**src/hdl/srs_params.svh**
```systemverilog
// constants for the latch set-source selection block
// assumes inclusion by bare name from the divider and set-select design files
`ifndef SRS_PARAMS_SVH
`define SRS_PARAMS_SVH
`define SRS_ADDR_CTRL0 12'h000
`define SRS_ADDR_ENABLES 12'h004
`define SRS_ADDR_STATUS 12'h008
`define SRS_RESET_BYTE 8'h00
`define SRS_BIT_PIN_SET 7
`define SRS_BIT_CLK_SET 6
`define SRS_BIT_CMP2_SET 5
`define SRS_BIT_CMP1_SET 4
`define SRS_BIT_PULSE_SET 1
`define SRS_DIV_LSB 4
`define SRS_DIV_MSB 6
`define SRS_DIV_MIN_LOG2 9'h002
`define SRS_CNT_W 9
`define SRS_CNT_ZERO 9'h000
`define SRS_CNT_ONE 9'h001
`endif

```
**src/hdl/srs_pkg.sv**
```systemverilog
// types shared by the latch set-source selection design
// assumes nothing beyond a SystemVerilog compiler
package srs_pkg;
   typedef logic [7:0] srs_byte_t;
   typedef logic [2:0] srs_div_sel_t;
   typedef enum logic [1:0] {
      SRS_IDLE = 2'b00,
      SRS_ACCESS = 2'b01
   } srs_apb_state_t;
endpackage

```
**src/hdl/srs_div_if.sv**
```systemverilog
// carrier between register block and divided-pulse generator
// assumes one clock domain, mclk
`timescale 1ns/100ps
interface srs_div_if;
   logic [2:0] div_sel;
   logic pulse;
   modport ctrl (output div_sel, input pulse);
   modport gen (input div_sel, output pulse);
endinterface

```
**src/hdl/srs_divider.sv**
```systemverilog
// divided-pulse source: one cycle wide pulse every 4..512 cycles
// assumes mclk free running, div_sel static or changed by software
`timescale 1ns/100ps
`include "srs_params.svh"
module srs_divider
   import srs_pkg::*;
(
   input wire logic mclk,
   input wire logic rst_b,
   srs_div_if.gen div
);
   logic [`SRS_CNT_W-1:0] count;
   logic [`SRS_CNT_W-1:0] period_m1;
   logic at_end;
   logic [`SRS_CNT_W-1:0] next_count;
   // period = 2^(sel+2); a code change takes effect at the next wrap or sooner
   assign period_m1 = (`SRS_CNT_ONE << (`SRS_DIV_MIN_LOG2 + {6'h00, div.div_sel})) - `SRS_CNT_ONE;
   assign at_end = (count >= period_m1);
   assign next_count = at_end ? `SRS_CNT_ZERO : count + `SRS_CNT_ONE;
   always_ff @(posedge mclk) begin
      if (!rst_b) begin
         count <= `SRS_CNT_ZERO;
         div.pulse <= 1'b0;
      end else begin
         count <= next_count;
         div.pulse <= at_end;
      end
   end
endmodule

```
**src/hdl/srs_set_select.sv**
```systemverilog
// latch set-source selection with APB register access
// assumes APB master on mclk, inputs synchronous to mclk
`timescale 1ns/100ps
`include "srs_params.svh"
module srs_set_select
   import srs_pkg::*;
(
   input wire logic mclk,
   input wire logic rst_b,
   input wire logic psel,
   input wire logic penable,
   input wire logic pwrite,
   input wire logic [11:0] paddr,
   input wire logic [31:0] pwdata,
   output logic [31:0] prdata,
   output logic pready,
   output logic pslverr,
   input wire logic latch_external_input_pin,
   input wire logic comparator_one,
   input wire logic comparator_two,
   output logic latch_set,
   output logic divided_pulse_source
);

   srs_div_if div_bus();

   // register state
   srs_byte_t ctrl0;
   srs_byte_t sr_latch_source_enables;
   srs_apb_state_t state;
   srs_apb_state_t next_state;
   logic pulse_req;

   // bus decode
   logic sel_ctrl0;
   logic sel_en;
   logic sel_stat;
   logic mapped;
   logic setup;
   logic rd_setup;
   logic done;
   logic wr;
   logic wr_ctrl0;
   logic wr_en;

   // set sources
   logic pin_set_enable;
   logic clock_set_enable;
   logic cmp_two_set_enable;
   logic cmp_one_set_enable;
   logic pin_term;
   logic clk_term;
   logic cmp2_term;
   logic cmp1_term;

   // read path and next values
   logic [7:0] status_byte;
   logic [7:0] ctrl0_read;
   logic [7:0] read_byte;
   logic next_latch_set;
   logic next_divided_pulse_source;
   logic next_pready;
   logic next_pslverr;
   logic [31:0] next_prdata;
   srs_byte_t next_ctrl0;
   srs_byte_t next_enables;
   logic next_pulse_req;

   // one compare serves the read mux, the write strobes and the error flag
   function automatic logic srs_hit(
      input logic [11:0] addr,
      input logic [11:0] offset
   );
      return (addr == offset);
   endfunction

   assign sel_ctrl0 = srs_hit(paddr, `SRS_ADDR_CTRL0);
   assign sel_en = srs_hit(paddr, `SRS_ADDR_ENABLES);
   assign sel_stat = srs_hit(paddr, `SRS_ADDR_STATUS);
   assign mapped = sel_ctrl0 | sel_en | sel_stat;

   assign setup = psel & ~penable;
   assign rd_setup = setup & ~pwrite;
   // answer one cycle after setup: access phase always has pready high
   assign done = psel & penable & (state == SRS_ACCESS);
   assign wr = done & pwrite & mapped;
   assign wr_ctrl0 = wr & sel_ctrl0;
   assign wr_en = wr & sel_en;

   assign pin_set_enable = sr_latch_source_enables[`SRS_BIT_PIN_SET];
   assign clock_set_enable = sr_latch_source_enables[`SRS_BIT_CLK_SET];
   assign cmp_two_set_enable = sr_latch_source_enables[`SRS_BIT_CMP2_SET];
   assign cmp_one_set_enable = sr_latch_source_enables[`SRS_BIT_CMP1_SET];

   assign pin_term = pin_set_enable & latch_external_input_pin;
   assign clk_term = clock_set_enable & div_bus.pulse;
   assign cmp2_term = cmp_two_set_enable & comparator_two;
   assign cmp1_term = cmp_one_set_enable & comparator_one;
   // no reset-side sources here, so same-source conflict is left to software
   assign next_latch_set = pin_term | clk_term | cmp2_term | cmp1_term | pulse_req;
   // observation copy, one cycle behind the internal pulse like the set path
   assign next_divided_pulse_source = div_bus.pulse;

   assign status_byte = {4'h0, latch_set, div_bus.pulse, comparator_two, comparator_one};
   // pulse-set bit is write-only and reads back zero
   assign ctrl0_read = ctrl0 & ~(8'h01 << `SRS_BIT_PULSE_SET);
   assign read_byte = sel_ctrl0 ? ctrl0_read : sel_en ? sr_latch_source_enables :
                      sel_stat ? status_byte : 8'h00;

   assign next_pready = setup & (state == SRS_IDLE);
   assign next_pslverr = setup & ~mapped;
   // read data is latched at setup so it stands through the access cycle
   assign next_prdata = rd_setup ? {24'h00_0000, read_byte} : prdata;
   assign next_ctrl0 = wr_ctrl0 ? pwdata[7:0] : ctrl0;
   assign next_enables = wr_en ? pwdata[7:0] : sr_latch_source_enables;
   // software pulse lasts exactly one cycle
   assign next_pulse_req = wr_ctrl0 & pwdata[`SRS_BIT_PULSE_SET];

   assign div_bus.div_sel = ctrl0[`SRS_DIV_MSB:`SRS_DIV_LSB];

   // setup is taken only from idle, so a stuck penable cannot commit twice
   always_comb begin
      next_state = state;
      unique case (state)
         SRS_IDLE: if (setup) next_state = SRS_ACCESS;
         SRS_ACCESS: next_state = SRS_IDLE;
         // unused codes fall back to idle rather than lock the bus
         default: next_state = SRS_IDLE;
      endcase
   end

   // one flop per block keeps each reset value beside its register
   always_ff @(posedge mclk) begin
      if (!rst_b) begin
         state <= SRS_IDLE;
      end else begin
         state <= next_state;
      end
   end

   always_ff @(posedge mclk) begin
      if (!rst_b) begin
         pready <= 1'b0;
      end else begin
         pready <= next_pready;
      end
   end

   always_ff @(posedge mclk) begin
      if (!rst_b) begin
         prdata <= 32'h0000_0000;
      end else begin
         prdata <= next_prdata;
      end
   end

   always_ff @(posedge mclk) begin
      if (!rst_b) begin
         pslverr <= 1'b0;
      end else begin
         pslverr <= next_pslverr;
      end
   end

   // bit 0 is kept for the reset side, which lies outside this block
   always_ff @(posedge mclk) begin
      if (!rst_b) begin
         ctrl0 <= `SRS_RESET_BYTE;
      end else begin
         ctrl0 <= next_ctrl0;
      end
   end

   // low nibble holds the reset-side enables, stored but unused here
   always_ff @(posedge mclk) begin
      if (!rst_b) begin
         sr_latch_source_enables <= `SRS_RESET_BYTE;
      end else begin
         sr_latch_source_enables <= next_enables;
      end
   end

   always_ff @(posedge mclk) begin
      if (!rst_b) begin
         pulse_req <= 1'b0;
      end else begin
         pulse_req <= next_pulse_req;
      end
   end

   always_ff @(posedge mclk) begin
      if (!rst_b) begin
         latch_set <= 1'b0;
      end else begin
         latch_set <= next_latch_set;
      end
   end

   always_ff @(posedge mclk) begin
      if (!rst_b) begin
         divided_pulse_source <= 1'b0;
      end else begin
         divided_pulse_source <= next_divided_pulse_source;
      end
   end

   // divider runs from reset whatever the enables, so its phase is known
   srs_divider u_div (
      .mclk(mclk),
      .rst_b(rst_b),
      .div(div_bus.gen)
   );
endmodule

```
**config.mk**
```make
export PLATFORM = sky130hd
export DESIGN_NAME = srs_set_select
export DESIGN_NICKNAME = d
export VERILOG_FILES = /design/src/hdl/srs_pkg.sv /design/src/hdl/srs_div_if.sv /design/src/hdl/srs_divider.sv /design/src/hdl/srs_set_select.sv
export VERILOG_INCLUDE_DIRS = /design/src /design/src/hdl
export SDC_FILE = /design/constraint.sdc
export NUM_CORES = 1
export LEC_CHECK = 0
export BUFFER_PORTS_ARGS = -buffer_cell sky130_fd_sc_hd__clkbuf_2
export CAP_MARGIN = 20
export CELL_PAD_IN_SITES_DETAIL_PLACEMENT = 0
export CELL_PAD_IN_SITES_GLOBAL_PLACEMENT = 1
export CORE_ASPECT_RATIO = 1.25
export CORE_MARGIN = 3
export CORE_UTILIZATION = 32
export CTS_CLUSTER_DIAMETER = 30
export DETAILED_ROUTE_END_ITERATION = 10
export GPL_TIMING_DRIVEN = 0
export PLACE_DENSITY_LB_ADDON = 0.1
export RECOVER_POWER = 25
export SYNTH_ARGS = -nofsm -noshare
export SYNTH_HDL_FRONTEND = slang
export SYNTH_SLANG_ARGS = --single-unit
```
**constraint.sdc**
```tcl
create_clock -name mclk -period 2.9 [get_ports mclk]
set_input_delay 0.145 -clock mclk [delete_from_list [all_inputs] [get_ports mclk]]
set_output_delay 0.145 -clock mclk [all_outputs]
set_load 0.02 [all_outputs]
```
After elaboration in Yosys (flattened, before gate mapping) --
Cells that the tools add are included.
Storage, ports and cells: bits in registers 40, bits of input ports 52
Cells by class: add/subtract/negate cells 3, order comparisons 1, equal/unequal tests 2, shift-type cells 1, muxes and demuxes 3, bitwise logic cells 25, reductions and logical operators 4
Operators with widths (number):
- $mux 8 | 2
- $and 1x1->1 | 15
- $eq 12x3->1 const B | 1
- $eq 12x4->1 const B | 1
- $logic_not 12->1 | 1
- $add 9x1->9 const B | 1
- $ge 9x9->1 | 1
- $shl 1x9->9 const A | 1
- $sub 9x1->9 const B | 1
- $or 1x1->1 | 6
- $add 2x3->4 const A | 1
- $mux 4 | 1
- $not 1->1 | 4
- $logic_not 2->1 | 1
- $reduce_and 2->1 | 1
- $reduce_or 2->1 | 1

Depth between registers and ports, before layout --
Gate-level depths: netlist (run 1).
depth after elaboration 6, depth in mapped cells 12, gate-level depth less buffers 12

Hierarchy --
A second synthesis (run 1) with hierarchy kept.
Unflattened totals: cells, all modules 241, area, all modules 2178.3 sq um
By module, submodules not included:
- srs_set_select | instances 1, cells each 161, area each 1420.1 sq um, seq. area each 580.6 sq um
- srs_divider | instances 1, cells each 80, area each 758.2 sq um, seq. area each 200.2 sq um

Worst setup path before layout (run 1) --
Ideal clock, no wire load.
kind reg-to-reg, start register ctrl0[5], end register u_div.count[2], data arrival time 2738 ps, data required time 2752 ps, slack 14 ps, stages on the path, launching flop included 12, path buffers 0, clock period less this slack 2886 ps, cells stage by stage dfxtp_1 inv_1 ha_1 nor4b_1 inv_1 ha_1 o21ai_0 xnor2_1 ha_1 a41oi_1 a31oi_1 nor3_1
Between the ends: cells in the longest elaborated chain, start to end 5
RTL lines:
- from (decl) | line srs_set_select.sv:28 | srs_byte_t ctrl0;
- from (signal assigned) | line srs_set_select.sv:168 | ctrl0 <= `SRS_RESET_BYTE;
- from (signal assigned) | line srs_set_select.sv:170 | ctrl0 <= next_ctrl0;
- $add 2x3->4 (no source line)
- $shl 1x9->9 (no source line)
- $sub 9x1->9 (no source line)
- $ge 9x9->1 | line srs_divider.sv:18 | assign at_end = (count >= period_m1);
- $reduce_or 2->1 (no source line)
- to (signal assigned) | line srs_divider.sv:22 | count <= `SRS_CNT_ZERO;
- to (signal assigned) | line srs_divider.sv:25 | count <= next_count;
- to (decl) | line srs_divider.sv:12 | logic [`SRS_CNT_W-1:0] count;
No other way between the ends. A chain may end at the register's enable or synchronous reset.

Final worst setup path (run 1) --
start register ctrl0[6], end register u_div.div.pulse
Between the ends: cells in the longest elaborated chain, start to end 4
RTL lines:
- $add 2x3->4 (no source line)
- $shl 1x9->9 (no source line)
- $sub 9x1->9 (no source line)
- $ge 9x9->1 | line srs_divider.sv:18
- to (signal assigned) | line srs_divider.sv:26 | div.pulse <= at_end;
- to (decl) | line srs_div_if.sv:8 | modport gen (input div_sel, output pulse);
No other way between the ends.

==> summary.txt, run 1 <==
Finish
  • Cell area after layout: 2780 sq um
  • Final Util: 42.0%
  • Nets: 382
  • Register area: 786 sq um
  • # diodes: 0
  • FILL cells: 703
  • Layout cells sized above 1: 26.4%
  • Area Overhead vs Synth: 26.2%
  • Multi-input logic area: 1300 sq um

Logic synthesis
  • Post-synth EDFFs: 0
  • Syn. warnings: 0
  • Syn_area_per_cell: 9.13 sq um
  • Biggest area consumer among synthesized cells: dfxtp_1
  • Mapped Area: 2200 sq um
  • Top post-synthesis cells by area: dfxtp_1, mux2i_1, ha_1, buf_4, nand2_1
  • Post-synthesis cell type count: 45
  • Top-area cell type share of the netlist area: 35.5%
  • Post-synth ARST share: 0%
  • Top_reg_cell synth: dfxtp_1
  • Most frequent cell after synthesis: dfxtp_1
  • Synth Instances: 241
  • Top cells by count, synth: dfxtp_1, nand2_1, buf_4
  • #FFs+latches synth: 39
  • Post-synthesis sequential area ratio: 35.5%

Floorplanning
  • DIE HEIGHT: 98.7 um
  • Die Width: 80.2 um
  • Core area: 6610 sq um
  • Row count: 33
  • DIE AREA: 7910 sq um
  • Initial core utilization: 33.3%
  • I/O pin cnt: 88

Worst setup path
  • Data required, critical path: 3.09 ns
  • Worst reg-to-reg setup slack: 0.21 ns
  • Critical Path Start Type: flop
  • Crit path arrival time: 2.88 ns
  • Worst R2R Start: ctrl0[6]$_SDFFE_PN0P_
  • Worst reg2reg endpoint: u_div.div.pulse$_SDFF_PN0_
  • Critical path class: flop to flop
  • Worst reg2reg path depth: 11
  • Crit end category: flop
  • CP max FO: 10

STA
  • Skew final: 0.00885 ns
  • Slew headroom: 47.5%
  • Fmax: 372 MHz
  • Final setup fails: 0
  • Crit share post-route: 92.7%
  • Hold Violations, Final: 0
  • Worst Tran Pin Value: 0.785 ns
  • Final slew viol count: 0
  • Period minus WS final: 2.69 ns

Hold path
  • Worst Hold Path EP: sr_latch_source_enables[0]$_SDFFE_PN0P_
  • Hold crit path type: input pin to flop
  • Worst hold start: pwdata[0]
  • WHS Path Cells: 3

Power and ir drop
  • Power Dens Cells: 452 nW/um^2
  • Worst vdd ir: 0.294 mV
  • Lkg Pwr: 1.25 nW

CTS
  • Clock sink count: 39
  • Htree depth: 2
  • CTS buffer count: 5
  • Hold_buf cts: 0
  • Skew-Pair Late Insertion Delay: 0.29 ns
  • Clock transition at path regs: 0.09 ns
  • TritonCTS clock tree: yes
  • CTS Buffer Depth: 2
  • Root buffer selected by CTS: clkbuf_8

Flow run
  • Max-cap violations: 0

Global route
  • Global route overflow: 0
  • Largest net degree at the start of global routing: 14
  • Vias in the first global route: 1,648
  • First-pass GRT wire length: 7620 um
  • Initial antenna violation count: 0
  • Tot GR Track Use: 12.1%

Place
  • Post-placement cell area: 2590 sq um
  • Port Buffers: 38
  • GPL Wtd Cong: 0.753
  • Hpwl dp: 3780 um

Run status
  • Status: finished clean

Drt
  • DRC: 0
  • Drt pass-1 iters: 4
  • DR vias/cell: 4.28
  • Routed Antenna Nets: 0
  • Via count: 1,715
  • Total Wirelength: 4780 um
  • Routed len/inst: 11.9 um
  • Initial drt markers: 41
## cell families (layout without fill, tap and decap cells)
group | after synthesis | after routing | share of synthesized area (%)
AOI/OAI and AO/OA | 27 | 27 | 8.07
xor gates and xnor gates | 10 | 10 | 3.98
adders and majority gates | 17 | 17 | 9.66
buffers and inverters | 38 | 88 | 11.8
DFF | 39 | 39 | 35.5
muxes | 22 | 22 | 10.0
other | 1 | 24 | 0.170
and+or+nand+nor | 87 | 87 | 20.8
## layer usage
layer	track usage, %	vias up	routed length, um
li1	-	921	-
met1	13.8	745	1990
met2	22.1	44	2500
met3	2.19	5	226
met4	4.29	0	54
met5	0	-	0
## placed cells by master, fill, tap and decap left out, types with 2 or more instances in the layout
cell      instances
nor2_1           10
xor2_1            2
clkbuf_1         11
clkbuf_2         29
nand3_1           6
nor2b_1           4
and2_1            3
xnor2_1           8
a21oi_1           2
nor3_1           10
nor4b_4           2
buf_6             2
o21ai_1           5
inv_1             7
nand2b_1          2
o21ai_0           4
nand2_1          35
buf_4            29
nor3b_1           2
ha_1             16
nand4_1           2
a21boi_0          2
dfxtp_1          37
conb_1           24
mux2i_1          22
o22ai_1           3
clkbuf_8          5
## flip-flops by register name (all words and copies together) (netlist names)
name and count:
state 1, ctrl0 7, latch_set 1, pready 1
divided_pulse_source 1, u_div.div.pulse 1, u_div.count 9, sr_latch_source_enables 8
prdata 8, pslverr 1, pulse_req 1
## power breakdown
part | switching (mW) | internal (mW)
Clock | 0.204 | 0.256
Sequential | 0.0274 | 0.557
Combinational | 0.120 | 0.0928
## critical path, cell delays in order, from the launching register on
cell     delay (ns)
dfxtp_2        0.35
inv_2          0.11
ha_2           0.32
nor4b_4        0.25
inv_1          0.07
ha_1           0.20
o21ai_1        0.17
xnor2_1        0.16
ha_1           0.29
a41oi_1        0.30
a31oi_4        0.13
o21a_1         0.22
## through the flow
stage	setup TNS, ns	instances	setup slack (ns)	hold slack [ns]	power (mW)
global route	-0.0184	401	-0.0126	0.0926	1.32
global placement	-5.83	389	-0.600	0.408	0.796
floorplan	0	264	0.0138	0.284	0.740
CTS	0	397	0.0117	0.0800	1.28
finish	0	401	0.212	0.0909	1.26
detailed placement	-6.49	389	-0.671	0.407	0.800
## layout make-up
| class | count | share of cell area (%) |
|---|---|---|
| buffer | 30 | 8.29 |
| clock inverter | 3 | 1.58 |
| tap | 87 | 3.92 |
| inverter | 8 | 1.08 |
| sequential | 39 | 28.3 |
| clock buffer | 5 | 2.48 |
| multi-input combinational | 187 | 46.8 |
| timing repair buffer | 42 | 7.52 |
## how the worst max path moves through the flow
| stage | to | startpoint |
|---|---|---|
| after floorplan | u_div.count[2]$_SDFF_PP0_ | ctrl0[5]$_SDFFE_PN0P_ |
| after global placement | u_div.count[6]$_SDFF_PP0_ | ctrl0[5]$_SDFFE_PN0P_ |
| after detailed placement | u_div.count[2]$_SDFF_PP0_ | ctrl0[5]$_SDFFE_PN0P_ |
| after CTS | u_div.count[8]$_SDFF_PP0_ | ctrl0[6]$_SDFFE_PN0P_ |
| after global routing | u_div.count[3]$_SDFF_PP0_ | ctrl0[6]$_SDFFE_PN0P_ |
| final | u_div.div.pulse$_SDFF_PN0_ | ctrl0[6]$_SDFFE_PN0P_ |
## what timing repair did
action | in CTS | in global routing
pin swaps | 0 | 1
buffers inserted | 0 | 4
endpoints found under the setup margin | 10 | 10
gates cloned | 0 | 0
resized for setup | 9 | 6
Power figures use the tool's default switching activity.
==> run 2, diff against run 1 <==
--- a/config.mk
+++ b/config.mk
@@ -8,15 +8,12 @@
 export LEC_CHECK = 0
 export BUFFER_PORTS_ARGS = -buffer_cell sky130_fd_sc_hd__clkbuf_2
 export CAP_MARGIN = 20
-export CELL_PAD_IN_SITES_DETAIL_PLACEMENT = 0
-export CELL_PAD_IN_SITES_GLOBAL_PLACEMENT = 1
 export CORE_ASPECT_RATIO = 1.25
 export CORE_MARGIN = 3
-export CORE_UTILIZATION = 32
+export CORE_UTILIZATION = 35
 export CTS_CLUSTER_DIAMETER = 30
 export DETAILED_ROUTE_END_ITERATION = 10
 export GPL_TIMING_DRIVEN = 0
-export PLACE_DENSITY_LB_ADDON = 0.1
 export RECOVER_POWER = 25
 export SYNTH_ARGS = -nofsm -noshare
 export SYNTH_HDL_FRONTEND = slang
==> constraint.sdc (replaced) <==
create_clock -name mclk -period 2.8 [get_ports mclk]
set_input_delay 0.14 -clock mclk [delete_from_list [all_inputs] [get_ports mclk]]
set_output_delay 0.14 -clock mclk [all_outputs]
set_load 0.02 [all_outputs]
==> summary.txt, run 2 (synthesis gave the netlist of run 1 again) <==
Run status
  • Status: finished clean

Drt
  • Initial drt markers: 74 (+80%)
  • DR vias/cell: 4.48 (+4.8%)
  • Routed Antenna Nets: 0 (unchanged)
  • Via count: 1,779 (+3.7%)
  • Drt pass-1 iters: 4 (unchanged)
  • Routed len/inst: 11.4 um (-4.0%)
  • DRC: 0 (unchanged)
  • Total Wirelength: 4540 um (-5.0%)

Global route
  • First-pass GRT wire length: 7430 um (-2.5%)
  • Initial antenna violation count: 0 (unchanged)
  • Global route overflow: 0 (unchanged)
  • Largest net degree at the start of global routing: 13 (-1)
  • Vias in the first global route: 1,692 (+2.7%)
  • Tot GR Track Use: 12.6% (+0.52 points)

STA
  • Skew final: 0.00803 ns (-0.000820 ns)
  • Fin Setup TNS: 0 ns (unchanged)
  • Slew headroom: 48.3% (+0.79 points)
  • Worst Tran Pin Value: 0.773 ns (-0.0118 ns)
  • Final setup fails: 0 (unchanged)
  • Final slew viol count: 0 (unchanged)
  • Period minus WS final: 2.68 ns (-0.0121 ns)
  • Hold Violations, Final: 0 (unchanged)
  • Crit share post-route: 95.6% (+2.9 points)
  • Fmax: 374 MHz (+0.45%)

Place
  • Post-placement cell area: 2590 sq um (about the same)
  • Placed cell count: 384 (-1.3%)
  • Port Buffers: 38 (unchanged)
  • GPL Wtd Cong: 0.743 (-1.3%)
  • Hpwl dp: 3530 um (-6.5%)

Finish
  • Largest Register: u_div.count
  • FILL cells: 601 (-15%)
  • Most common cell after layout, fill and taps aside: dfxtp_1
  • Nets: 384 (+0.52%)
  • Final non-filler cell total: 397 (-1.0%)
  • Most frequent cells in the layout: dfxtp_1, nand2_1, buf_4, clkbuf_2, conb_1
  • Area Overhead vs Synth: 26.9%
  • Final Util: 47.1% (+5.0 points)
  • Layout cells sized above 1: 27.6% (+1.2 points)
  • # diodes: 0 (unchanged)
  • Cell area after layout: 2790 sq um (+0.59%)
  • Biggest regs: u_div.count x9, prdata x8, sr_latch_source_enables x8
  • Max reg flops: 9 (unchanged)

Floorplanning
  • Row count: 31 (-6.1%)
  • DIE HEIGHT: 94.7 um (-4.1%)
  • Core area: 5930 sq um (-10%)
  • Die Width: 76.9 um (-4.1%)
  • I/O pin cnt: 88 (unchanged)
  • DIE AREA: 7280 sq um (-8.0%)
  • Initial core utilization: 37.1% (+3.8 points)

Worst setup path
  • Data required, critical path: 2.98 ns (-0.11 ns)
  • Worst path cell trace: inv_1, ha_4, nor4b_4, inv_1, ha_1, o21ai_1, xnor2_1, ha_1, a41oi_2, a31oi_2, buf_4, o21a_1
  • CP max FO: 9 (-1)
  • Critical path class: flop to flop
  • Slowest library cell on the worst path: dfxtp_4
  • CP Buf/Inv Count: 3 (+1)
  • Crit-path leading delay family: adder cells
  • CP max stage delay: 0.40 ns (+0.05 ns)
  • Crit end category: flop
  • Crit path arrival time: 2.86 ns (-0.02 ns)
  • Critical Path Start Type: flop

Flow run
  • Max-cap violations: 0 (unchanged)

CTS
  • Htree depth: 2 (unchanged)
  • Clock transition at path regs: 0.07 ns (-0.02 ns)
  • Clock sink count: 39 (unchanged)
  • CTS Buffer Depth: 2 (unchanged)
  • TritonCTS clock tree: yes
  • Root buffer selected by CTS: clkbuf_8
  • CTS buffer count: 5 (unchanged)
  • Skew-Pair Late Insertion Delay: 0.29 ns (about the same)

Power and ir drop
  • Overall power: 1.24 mW (-1.2%)
  • Power Dens Cells: 444 nW/um^2 (-1.8%)
  • Lkg Pwr: 1.25 nW (+0.33%)
  • Worst vdd ir: 0.270 mV (-8.1%)

Hold path
  • Hold crit path type: input pin to flop
-- run 2: where the power goes --
| part | leakage [nW] | internal (mW) | switching, mW |
|---|---|---|---|
| Sequential | 0.316 | 0.577 | 0.0272 |
| Combinational | 0.888 | 0.118 | 0.134 |
| Clock | 0.0470 | 0.193 | 0.193 |
-- run 2: worst paths after layout --
check	slack [ns]	startpoint	cells past startpoint	to
max	0.12	ctrl0[5]$_SDFFE_PN0P_	12	u_div.div.pulse$_SDFF_PN0_
min	0.10	pwdata[1]	3	sr_latch_source_enables[1]$_SDFFE_PN0P_
max reg2reg	0.12	ctrl0[5]$_SDFFE_PN0P_	12	u_div.div.pulse$_SDFF_PN0_
min reg2reg	0.45	prdata[6]$_SDFFE_PN0P_	2	prdata[6]$_SDFFE_PN0P_
-- run 2: stage by stage --
| step | worst slack [ns] | hold WS (ns) |
|---|---|---|
| 6_report | 0.124 | 0.102 |
| 5_1_grt | -0.0201 | 0.116 |
| 4_1_cts | 0.0100 | 0.0965 |
| 3_5_place_dp | -0.344 | 0.403 |
| 3_3_place_gp | -0.338 | 0.398 |
| 2_1_floorplan | 0.0865 | 0.279 |
-- run 2: layout make-up --
cell class / instances / area (sq um) / area share (%)
flip-flops and latches: 39 / 786 / 28.1
clock buffers: 6 / 82.6 / 2.96
clock inverters: 1 / 5.00 / 0.179
inverters: 8 / 30.0 / 1.07
plain buffers: 30 / 230 / 8.24
multi-input cells: 188 / 1340 / 48.0
well taps: 82 / 103 / 3.67
repair buffers: 43 / 216 / 7.75
-- run 2: metal layers --
metal / GRT usage (%) / wire length (um) / part of all wire, %
met5: 0 / 0 / 0
met4: 5.14 / 51 / 1.1
met3: 3.15 / 279 / 6.2
met2: 21.8 / 2160 / 48
met1: 15.0 / 2050 / 45
-- run 2: what timing repair did --
| action | CTS | global route |
|---|---|---|
| hold buffers | 0 | 0 |
| resized for setup | 8 | 9 |
| gates cloned | 0 | 1 |
| buffers inserted | 0 | 5 |
| pin swaps | 0 | 3 |
| endpoints found under the setup margin | 10 | 10 |
-- run 2: worst reg2reg max path, delay by kind of cell (launching register included) --
kind	cells	cell delay, ns
buffers and inverters	3	0.35
xor gates and xnor gates	1	0.14
adders and majority gates	3	0.76
AOI/OAI and AO/OA	4	0.66
DFF	1	0.40
and+or+nand+nor	1	0.27
